[config.mk]
export PLATFORM = sky130hd
export DESIGN_NAME = pdtt_timer_trio
export DESIGN_NICKNAME = d
export VERILOG_FILES = /design/src/pdtt_pkg.sv /design/src/pdtt_noise_filter.sv /design/src/pdtt_prescaler.sv /design/src/pdtt_timer_trio.sv
export VERILOG_INCLUDE_DIRS = /design/src /design/src/src
export SDC_FILE = /design/constraint.sdc
export NUM_CORES = 1
export LEC_CHECK = 0
export ABC_CLOCK_PERIOD_IN_PS = 2210
export BUFFER_PORTS_ARGS = -buffer_cell sky130_fd_sc_hd__buf_2
export CAP_MARGIN = 30
export CELL_PAD_IN_SITES_DETAIL_PLACEMENT = 2
export CELL_PAD_IN_SITES_GLOBAL_PLACEMENT = 2
export CORE_MARGIN = 5
export CORE_UTILIZATION = 29
export DETAILED_ROUTE_END_ITERATION = 12
export MAX_ROUTING_LAYER = met4
export PLACE_DENSITY = 0.82
export SETUP_SLACK_MARGIN = 0.02
export SYNTH_ARGS = -nofsm -noshare
export SYNTH_HDL_FRONTEND = slang
export SYNTH_SLANG_ARGS = --single-unit
[constraint.sdc]
create_clock -name clk -period 2.21 [get_ports clk]
set_clock_uncertainty 0.05 [all_clocks]
set_input_delay 0.1105 -clock clk [delete_from_list [all_inputs] [get_ports clk]]
set_output_delay 0.1105 -clock clk [all_outputs]
set_load 0.01 [all_outputs]
[src/pdtt_map.svh]
// constants for the three-channel programmable down timer
// assumes a single 25 MHz clock; oscillators arrive as pins
// Operation
// - three 8-bit presettable down counters; 3x8 or 16+8 use
// - reload strobe copies reload value into its counter
// - run bit gates the count clock; stopped counter holds its value
// - low nibble read latches high nibble; software reads low first
// - underflow reloads counter and counting continues periodically
// - underflow feeds interrupt and pulse output; timer 2 feeds serial clock
// - source select: 0 slow oscillator, 1 fast oscillator
// - ratio field 00 /1, 01 /4, 10 /32, 11 /256
// - prescaler divides source clock only while run bit is one
// - event mode makes timer 0 count the event pin, ignoring prescaler
// - polarity 0 counts falling edges, 1 counts rising edges
// - noise reject accepts a change at second falling 2048 Hz tick
// - chain mode joins timer 0 low byte, timer 1 high byte
// - chained timer 1 steps on timer 0 underflow, own run, source and ratio ignored
// - underflow sets flag regardless of mask; mask gates request
// - chained: interrupt from timer 1, timer 0 flag not set
// - pulse output toggles on chosen timer underflow; select 1x/01/00
// - output enable gates pulse onto pin, low when off, asynchronously
`ifndef PDTT_MAP_SVH
`define PDTT_MAP_SVH

`define PDTT_TIMERS        3
`define PDTT_CNT_W         8
`define PDTT_NIB_W         4
`define PDTT_CNT_ZERO      8'h00
`define PDTT_CNT_DEC       8'h01
`define PDTT_CNT_RESET     8'h00

// prescaler terminal counts: ratio minus one
`define PDTT_RATIO_DIV1    2'b00
`define PDTT_RATIO_DIV4    2'b01
`define PDTT_RATIO_DIV32   2'b10
`define PDTT_RATIO_DIV256  2'b11
`define PDTT_TERM_DIV1     8'h00
`define PDTT_TERM_DIV4     8'h03
`define PDTT_TERM_DIV32    8'h1f
`define PDTT_TERM_DIV256   8'hff
`define PDTT_PRE_INC       8'h01

// 2048 Hz tick from 32768 Hz slow oscillator: one in sixteen
`define PDTT_NR_DIV_LAST   4'hf
`define PDTT_NR_DIV_INC    4'h1
`define PDTT_NR_DIV_RESET  4'h0

// pulse channel select codes
`define PDTT_CH_T0         2'b00
`define PDTT_CH_T1         2'b01
`define PDTT_CH_T2_BIT     1

`endif

[src/pdtt_pkg.sv]
// types shared by the programmable down timer files
// assumes pdtt_map.svh supplies the numeric constants
package pdtt_pkg;

  // noise rejector progress after an input level change
  typedef enum logic [0:0] {
    PDTT_NR_STABLE = 1'b0,
    PDTT_NR_ONE    = 1'b1
  } pdtt_nr_state_type;

endpackage : pdtt_pkg

[src/pdtt_noise_filter.sv]
// noise rejector for the event input
// assumes level_in is already synchronised and tick is the 2048 Hz fall
`timescale 1ns/100ps
`include "pdtt_map.svh"

module pdtt_noise_filter (
  input  wire logic clk,
  input  wire logic rst_b,
  input  wire logic level_in,
  input  wire logic tick,
  output logic      level_out
);

  pdtt_pkg::pdtt_nr_state_type state_q;
  logic                        level_q;

  // accept a change at the second tick after it
  always_ff @(posedge clk) begin
    if (!rst_b) begin
      state_q <= pdtt_pkg::PDTT_NR_STABLE;
      level_q <= 1'b0;
    end else if (level_in == level_q) begin
      // short pulse: back to the old level, nothing counted
      state_q <= pdtt_pkg::PDTT_NR_STABLE;
    end else if (tick) begin
      unique case (state_q)
        pdtt_pkg::PDTT_NR_STABLE: begin
          state_q <= pdtt_pkg::PDTT_NR_ONE;
        end
        pdtt_pkg::PDTT_NR_ONE: begin
          state_q <= pdtt_pkg::PDTT_NR_STABLE;
          level_q <= level_in;
        end
      endcase
    end
  end

  assign level_out = level_q;

endmodule : pdtt_noise_filter

[src/pdtt_prescaler.sv]
// one prescaler: divides source ticks by 1, 4, 32 or 256
// assumes src_tick is a one-cycle pulse on clk
`timescale 1ns/100ps
`include "pdtt_map.svh"

module pdtt_prescaler (
  input  wire logic       clk,
  input  wire logic       rst_b,
  input  wire logic       run,
  input  wire logic       src_tick,
  input  wire logic [1:0] ratio,
  output logic            step
);

  logic [7:0] div_q;
  logic [7:0] term;

  always_comb begin
    unique case (ratio)
      `PDTT_RATIO_DIV1:   term = `PDTT_TERM_DIV1;
      `PDTT_RATIO_DIV4:   term = `PDTT_TERM_DIV4;
      `PDTT_RATIO_DIV32:  term = `PDTT_TERM_DIV32;
      `PDTT_RATIO_DIV256: term = `PDTT_TERM_DIV256;
    endcase
  end

  always_ff @(posedge clk) begin
    if (!rst_b || !run) begin
      div_q <= `PDTT_CNT_RESET;
    end else if (src_tick) begin
      if (div_q >= term) begin
        div_q <= `PDTT_CNT_RESET;
      end else begin
        div_q <= div_q + `PDTT_PRE_INC;
      end
    end
  end

  assign step = run && src_tick && (div_q >= term);

endmodule : pdtt_prescaler

[src/pdtt_timer_trio.sv]
// three 8-bit reloadable down timers with prescalers, event count,
// 16-bit chaining, interrupt flags, halved pulse and serial clock
// assumes oscillator and event pins are asynchronous to clk and
// that clk (25 MHz) is well above the fast oscillator rate
`timescale 1ns/100ps
`include "pdtt_map.svh"

module pdtt_timer_trio (
  input  wire logic        clk,
  input  wire logic        rst_b,
  // oscillator pins
  input  wire logic        slow_oscillator,
  input  wire logic        fast_oscillator,
  // external event source
  input  wire logic        event_input_pin,
  // per-timer control, bit i (or field i for ratio and reload) for timer i
  input  wire logic [2:0]  timer_reload_strobe,
  input  wire logic [2:0]  timer_run_bit,
  input  wire logic [2:0]  source_clock_select,
  input  wire logic [5:0]  prescale_ratio_field,
  input  wire logic [23:0] reload_value,
  // timer 0 mode control
  input  wire logic        event_count_mode,
  input  wire logic        event_edge_polarity,
  input  wire logic        noise_reject_enable,
  input  wire logic        chain_wide_mode,
  // interrupt control
  input  wire logic [2:0]  underflow_irq_mask,
  input  wire logic [2:0]  underflow_irq_clear,
  output logic      [2:0]  underflow_irq_flag,
  output logic             underflow_irq_req,
  // count readback, low nibble read latches the high nibble
  input  wire logic [2:0]  low_nibble_read,
  output logic      [11:0] count_readback_low,
  output logic      [11:0] count_readback_high,
  // pulse output
  input  wire logic [1:0]  pulse_channel_select,
  input  wire logic        pulse_output_enable,
  output logic             halved_pulse_out,
  output logic             pulse_port_pin,
  // serial interface clock source
  output logic             serial_clock_out
);

  // ****************************************************************
  // pin synchronisers
  // ****************************************************************

  logic [1:0] slow_sync_q;
  logic [1:0] fast_sync_q;
  logic [1:0] evt_sync_q;
  logic       slow_prev_q;
  logic       fast_prev_q;

  always_ff @(posedge clk) begin
    if (!rst_b) begin
      slow_sync_q <= 2'h0;
      fast_sync_q <= 2'h0;
      evt_sync_q  <= 2'h0;
    end else begin
      slow_sync_q <= {slow_sync_q[0], slow_oscillator};
      fast_sync_q <= {fast_sync_q[0], fast_oscillator};
      evt_sync_q  <= {evt_sync_q[0], event_input_pin};
    end
  end

  always_ff @(posedge clk) begin
    if (!rst_b) begin
      slow_prev_q <= 1'b0;
      fast_prev_q <= 1'b0;
    end else begin
      slow_prev_q <= slow_sync_q[1];
      fast_prev_q <= fast_sync_q[1];
    end
  end

  // one-cycle ticks on rising oscillator edges
  logic slow_tick;
  logic fast_tick;

  assign slow_tick = slow_sync_q[1] && !slow_prev_q;
  assign fast_tick = fast_sync_q[1] && !fast_prev_q;

  // ****************************************************************
  // 2048 Hz tick for the noise rejector
  // ****************************************************************

  logic [3:0] nr_div_q;
  logic       nr_tick;

  always_ff @(posedge clk) begin
    if (!rst_b) begin
      nr_div_q <= `PDTT_NR_DIV_RESET;
    end else if (slow_tick) begin
      nr_div_q <= nr_div_q + `PDTT_NR_DIV_INC;
    end
  end

  // wrap of the divider stands for the falling edge of 2048 Hz
  assign nr_tick = slow_tick && (nr_div_q == `PDTT_NR_DIV_LAST);

  // ****************************************************************
  // event input path
  // ****************************************************************

  logic evt_filtered;
  logic evt_level;
  logic evt_prev_q;
  logic evt_step;

  pdtt_noise_filter u_filter (
    .clk       (clk),
    .rst_b     (rst_b),
    .level_in  (evt_sync_q[1]),
    .tick      (nr_tick),
    .level_out (evt_filtered)
  );

  // filtered level only when noise rejection is on
  assign evt_level = noise_reject_enable ? evt_filtered : evt_sync_q[1];

  always_ff @(posedge clk) begin
    if (!rst_b) begin
      evt_prev_q <= 1'b0;
    end else begin
      evt_prev_q <= evt_level;
    end
  end

  assign evt_step = event_edge_polarity ? (evt_level && !evt_prev_q)
                                        : (!evt_level && evt_prev_q);

  // ****************************************************************
  // prescalers
  // ****************************************************************

  logic [2:0] pre_run;
  logic [2:0] pre_step;

  // prescaler 0 idles in event mode; prescaler 1 in chain
  assign pre_run[0] = timer_run_bit[0] && !event_count_mode;
  assign pre_run[1] = timer_run_bit[1] && !chain_wide_mode;
  assign pre_run[2] = timer_run_bit[2];

  genvar gp;
  generate
    for (gp = 0; gp < `PDTT_TIMERS; gp = gp + 1) begin : g_pre
      logic src_tick;

      // slow or fast oscillator per timer
      assign src_tick = source_clock_select[gp] ? fast_tick : slow_tick;

      pdtt_prescaler u_pre (
        .clk      (clk),
        .rst_b    (rst_b),
        .run      (pre_run[gp]),
        .src_tick (src_tick),
        .ratio    (prescale_ratio_field[2*gp +: 2]),
        .step     (pre_step[gp])
      );
    end
  endgenerate

  // ****************************************************************
  // counter steps
  // ****************************************************************

  logic [2:0]  step;
  logic [2:0]  underflow;
  logic [23:0] cnt_q;

  always_comb begin
    // run bit gates the event clock too
    step[0] = event_count_mode ? (timer_run_bit[0] && evt_step)
                               : pre_step[0];
    // timer 1 steps on timer 0 underflow when chained
    step[1] = chain_wide_mode ? underflow[0] : pre_step[1];
    step[2] = pre_step[2];
  end

  // ****************************************************************
  // down counters, flags and readback latches
  // ****************************************************************

  logic [2:0]  flag_set;
  logic [2:0]  flag_q;
  logic [11:0] high_hold_q;

  // chained timer 0 underflow leaves its flag alone
  assign flag_set[0] = underflow[0] && !chain_wide_mode;
  assign flag_set[1] = underflow[1];
  assign flag_set[2] = underflow[2];

  genvar gt;
  generate
    for (gt = 0; gt < `PDTT_TIMERS; gt = gt + 1) begin : g_tmr
      logic [7:0] cnt;
      logic [7:0] reload;

      assign cnt    = cnt_q[8*gt +: 8];
      assign reload = reload_value[8*gt +: 8];

      // underflow is the step taken while at zero
      assign underflow[gt] = step[gt] && (cnt == `PDTT_CNT_ZERO);

      always_ff @(posedge clk) begin
        if (!rst_b) begin
          cnt_q[8*gt +: 8] <= `PDTT_CNT_RESET;
        end else if (timer_reload_strobe[gt]) begin
          cnt_q[8*gt +: 8] <= reload;
        end else if (underflow[gt]) begin
          cnt_q[8*gt +: 8] <= reload;
        end else if (step[gt]) begin
          cnt_q[8*gt +: 8] <= cnt - `PDTT_CNT_DEC;
        end
      end

      // set wins over a clear in the same cycle
      always_ff @(posedge clk) begin
        if (!rst_b) begin
          flag_q[gt] <= 1'b0;
        end else if (flag_set[gt]) begin
          flag_q[gt] <= 1'b1;
        end else if (underflow_irq_clear[gt]) begin
          flag_q[gt] <= 1'b0;
        end
      end

      // low read freezes the high nibble against a borrow
      always_ff @(posedge clk) begin
        if (!rst_b) begin
          high_hold_q[4*gt +: 4] <= 4'h0;
        end else if (low_nibble_read[gt]) begin
          high_hold_q[4*gt +: 4] <= cnt[7:4];
        end
      end

      assign count_readback_low[4*gt +: 4]  = cnt[3:0];
      assign count_readback_high[4*gt +: 4] = high_hold_q[4*gt +: 4];
    end
  endgenerate

  // ****************************************************************
  // interrupt request
  // ****************************************************************

  // mask gates only the request, never the flag
  assign underflow_irq_flag = flag_q;
  assign underflow_irq_req  = |(flag_q & underflow_irq_mask);

  // ****************************************************************
  // halved pulse and serial clock
  // ****************************************************************

  logic pulse_src;
  logic halved_q;
  logic serial_q;

  // channel select: 1x timer 2, 01 timer 1, 00 timer 0
  always_comb begin
    if (pulse_channel_select[`PDTT_CH_T2_BIT]) begin
      pulse_src = underflow[2];
    end else if (pulse_channel_select == `PDTT_CH_T1) begin
      pulse_src = underflow[1];
    end else begin
      pulse_src = underflow[0];
    end
  end

  always_ff @(posedge clk) begin
    if (!rst_b) begin
      halved_q <= 1'b0;
    end else if (pulse_src) begin
      halved_q <= !halved_q;
    end
  end

  // timer 2 underflow drives the serial clock, halved
  always_ff @(posedge clk) begin
    if (!rst_b) begin
      serial_q <= 1'b0;
    end else if (underflow[2]) begin
      serial_q <= !serial_q;
    end
  end

  assign halved_pulse_out = halved_q;
  assign serial_clock_out = serial_q;

  // plain gate: a sliver may escape when the enable flips
  assign pulse_port_pin = halved_q && pulse_output_enable;

endmodule : pdtt_timer_trio

==> results.md <==
Clocking:
- The clock passes through at most 2 buffers.
- CTS saw 80 sinks.
- The clock input transition at the sequential cells of the worst setup and hold paths is 60 ps.
- TritonCTS created 9 clock buffers.
- The clock tree from TritonCTS is done.
- The clock reaches the later pin of the worst-skew pair after 350 ps.
- The level count of the clock H-tree is 3.
- The clock root buffer is sky130_fd_sc_hd__clkbuf_16.

Synthesis:
- Summing the areas of all and, or, nand and nor instances in the mapped netlist gives 25.9% of the synthesized area.
- The complex-gate fraction of the synthesized area is 13.3%.
- The dominant register cell in the synthesized netlist is sky130_fd_sc_hd__dfxtp_1.
- The area share of xor/xnor cells in the synthesized design is 5.36%.
- The Yosys warning count is 0.
- In the synthesized netlist, the number of instances is 549.
- The number of nets handed over by synthesis was 640.
- After synthesis, the mean cell area works out to 8.34 um^2.
- Summing the areas of all fa, ha and maj instances in the mapped netlist gives 8.47% of the synthesized area.
- The synthesized design devotes to its leading area cell type 35.0% of total area.
- The dominant combinational cell family by area after synthesis is simple AND/OR/NAND/NOR gates.
- Measured against the total synthesized area, the mux share comes to 5.99%.
- The share of synthesized area occupied by flip-flops and latches is 35.0%.
- The dominant cell type by area after synthesis is sky130_fd_sc_hd__dfxtp_1.
- The cell area that synthesis handed to floorplanning was 4580 um^2.
- By area the synthesized netlist is led by sky130_fd_sc_hd__dfxtp_1 35%, sky130_fd_sc_hd__ha_1 8.5%, sky130_fd_sc_hd__nor2_1 5.5%, sky130_fd_sc_hd__mux2i_1 5.2%, sky130_fd_sc_hd__xor2_1 3.3%.
- Counting flops with an async set or reset pin after synthesis yields a share of 0%.
- The unique cell type count in the Yosys netlist is 59.
- Yosys mapped a number of flops with a built-in enable equal to 0.
- The count of state elements after synthesis is 80.

Placed design:
- Summed over all nets, the half-perimeter wirelength after detailed placement is 12100 um.
- The post-detailed-placement cell area is 5510 um^2.
- The worst slack at placement is -438 ps.
- The congestion estimate from routability-driven global placement came to 0.872.
- The number of buffer cells added on primary ports is 90.

Setup path:
- The worst-case reg-to-reg path depth is 10.
- In this run the worst path has a maximum fanout of 4.
- The type of the worst setup path is reg -> reg.
- The family with the most delay on the worst path is simple AND/OR/NAND/NOR gates.
- The start point of the critical path is g_pre[2].u_pre.div_q[0].
- The category of the worst setup path capture point is a flop.
- The data required time at the worst endpoint is 2430 ps.
- The reg-to-reg critical path endpoint is g_tmr[2].cnt[3].
- The reg-to-reg critical path startpoint is g_pre[2].u_pre.div_q[0].
- The buffers plus inverters on the worst setup path is 2.
- The longest individual stage delay on the worst path is 480 ps.
- STA puts the critical path data arrival time at 2740 ps.
- The critical path goes through inv_2, ha_4, nand2b_4, a211oi_2, o21bai_2, a32oi_2, buf_4, or4_4, or4_1, a31oi_1.
- The largest individual stage delay along the critical path comes from the cell sky130_fd_sc_hd__or4_1.
- The critical path startpoint category is a flop.
- The reg-to-reg setup timing slack is -320 ps.

Die:
- 91 I/O pins were placed.
- The total core area is 15700 um^2.
- The floorplan step defined a die boundary enclosing 18400 um^2.
- The initial utilization of the core area, before any placement, comes to 29.1%.
- The width of the chip is 136 um.
- The number of rows created at floorplan is 46.
- Measured along the y axis, the die boundary spans 136 um.

Outcome:
- The run finished, with violations left.
- The final reports fail on negative setup slack.

Route:
- The number of routed nets with antenna violations is 0.
- After detailed routing, the total wire length is 18000 um.
- The iteration-0 DRC count of the detailed router is 147.
- Using the TritonRoute via totals, the vias-per-cell ratio works out to 5.15.
- The routed layout has 4731 vias.
- For this run, the detailed router's first-pass iteration total came to 4.
- The remaining design rule violation count is 0.
- Dividing the detail-routed wire length by the instance count gives 19.7 um.

Timing:
- The worst pin sits at a relative slew slack of 52.1%.
- The max-slew violation count is 0.
- The timing-limited maximum frequency is 396 MHz.
- The final worst-path cycle share is 114%.
- Setup repair after global routing could not meet its margin everywhere.
- The number of setup violations in the final report is 3.
- The post-route worst hold slack is 9.73 ps.
- The final critical-path setup slack is -318 ps.
- The clock period minus worst slack is 2530 ps.
- The final hold violation count was 0.
- For the pin with the worst max-slew slack, the measured transition is 712 ps.

Min path:
- In this run the most critical hold path is launched from reload_value[15].
- The min-delay analysis places its worst path in the category in -> reg.
- The worst hold path terminates at g_tmr[1].cnt[7].
- The hold path depth is 3.

Layout:
- The number of filler instances in the final layout is 1762.
- Cells with a size suffix above 1 make up 33.8% of the layout.
- The library cell used most frequently in the layout, excluding fill and tap cells, is sky130_fd_sc_hd__buf_2.
- Summing all flip-flop and latch instances after layout gives 1610 um^2.
- The footprint of the multi-input gates is 3030 um^2.
- The top cell types in the final layout, fill and taps aside, are 90 x sky130_fd_sc_hd__buf_2, 70 x sky130_fd_sc_hd__dfxtp_1, 63 x sky130_fd_sc_hd__nor2_1.
- The post-route cell area is 6420 um^2.
- In the final design database the tool counted 787 nets.
- Compared with the post-synthesis result, the final layout area differs by 40.3%.

Flow run:
- The tool flagged a number of max-cap violations equal to 0.

GRT:
- The initial antenna violation count is 1.
- Across every metal layer, demand over resource in global routing totals 19.1%.
- The pin count of the biggest net entering global routing is 32.
- The number of global-route vias before repair is 5308.
- The first-pass GRT wire length is 27100 um.
- Summed over all layers, the global routing overflow is 0.

Pwr:
- Power spread over the standard cell area amounts to 609 nW/um^2.
- The largest vdd supply drop is 0.000297 V.
- Summed over all cells, the static leakage comes to 2.76 nW.
- The final total power is 3.91 mW.
## worst max path at each step
stage | endpoint | slack [ps] | depth (start not counted)
floorplan | g_tmr[2].cnt[7] | -60 | 9
global placement | g_tmr[2].cnt[3] | -320 | 11
detailed placement | g_tmr[2].cnt[3] | -440 | 11
CTS | g_tmr[2].cnt[7] | -270 | 9
global route | g_tmr[2].cnt[3] | -390 | 9
finish | g_tmr[2].cnt[3] | -320 | 10
## cells by family after synthesis
| family | after synthesis |
|---|---|
| xor gates and xnor gates | 28 |
| and+or+nand+nor | 230 |
| buffers and inverters | 60 |
| muxes | 26 |
| adders and majority gates | 31 |
| AOI/OAI and AO/OA | 94 |
| DFF | 80 |
## synthesized netlist by cell type, drive strengths merged (3+ instances only)
| cell | instances |
|---|---|
| clkbuf | 10 |
| or2 | 4 |
| nor2 | 67 |
| nand2b | 12 |
| nor2b | 9 |
| mux2i | 25 |
| a21oi | 26 |
| and3 | 3 |
| nor3 | 17 |
| nand3b | 5 |
| nor3b | 5 |
| xor2 | 17 |
| nand4 | 17 |
| o21a | 4 |
| and2 | 15 |
| nand2 | 38 |
| o211ai | 6 |
| buf | 19 |
| a21o | 3 |
| ha | 31 |
| a31oi | 7 |
| nor4b | 3 |
| or4 | 5 |
| nor4 | 5 |
| a211oi | 5 |
| inv | 30 |
| xnor2 | 11 |
| dfxtp | 80 |
| o21ai | 17 |
| nand3 | 15 |
| nand4b | 3 |
| or3 | 5 |
| o22ai | 5 |
## timing repair
item                                    in CTS  in global routing
hold buffers                                10                  0
gates cloned                                 0                  1
buffers inserted                             7                 10
hold endpoints to repair                    10                  0
resized for setup                           18                 53
pin swaps                                    8                 31
endpoints found under the setup margin      26                 25
## flip-flops by register name, indices dropped and copies added (netlist names)
register / cells
slow_sync_q: 2
g_pre.u_pre.div_q: 24
evt_prev_q: 1
fast_sync_q: 2
u_filter.state_q: 1
evt_sync_q: 2
underflow_irq_flag: 3
nr_div_q: 4
serial_clock_out: 1
count_readback_high: 12
slow_prev_q: 1
fast_prev_q: 1
u_filter.level_out: 1
halved_pulse_out: 1
g_tmr.cnt: 24
## worst min-delay path: cells and delay by family
family | cells | cell delay [ps]
compound gates | 1 | 80
buf+inv | 1 | 100
simple gates | 1 | 60
## power breakdown
group          switching, mW  internal, mW  total, mW
combinational          0.352         0.273      0.625
sequential            0.0477          1.49       1.54
clock                  0.646          1.11       1.75
total                   1.05          2.87       3.91
## area by class of cell
type | count | share of cell area [%]
Sequential cell | 80 | 25.1
Multi-Input combinational cell | 410 | 47.3
Clock buffer | 11 | 3.62
Timing Repair Buffer | 164 | 16.3
Inverter | 31 | 1.81
Antenna cell | 1 | 0.0390
Clock inverter | 5 | 1.64
Tap cell | 216 | 4.21
## metal layers
| metal | GRT usage (%) | vias to the layer above | routed length [um] |
|---|---|---|---|
| li1 | - | 2239 | - |
| met1 | 21.3 | 2353 | 7400 |
| met2 | 34.5 | 108 | 9620 |
| met3 | 3.60 | 31 | 643 |
| met4 | 6.16 | 0 | 378 |
| met5 | - | - | 0 |
## metrics by stage
stage | setup TNS [ps] | utilization, % | instances
2_1_floorplan | -55.4 | - | 549
3_3_place_gp | -1790 | 35.1 | 874
3_5_place_dp | -4710 | 35.1 | 874
4_1_cts | -624 | 38.8 | 907
6_report | -773 | 40.9 | 918
5_1_grt | -1230 | 40.9 | 918
No activity file was read; power rests on OpenSTA's default activity.
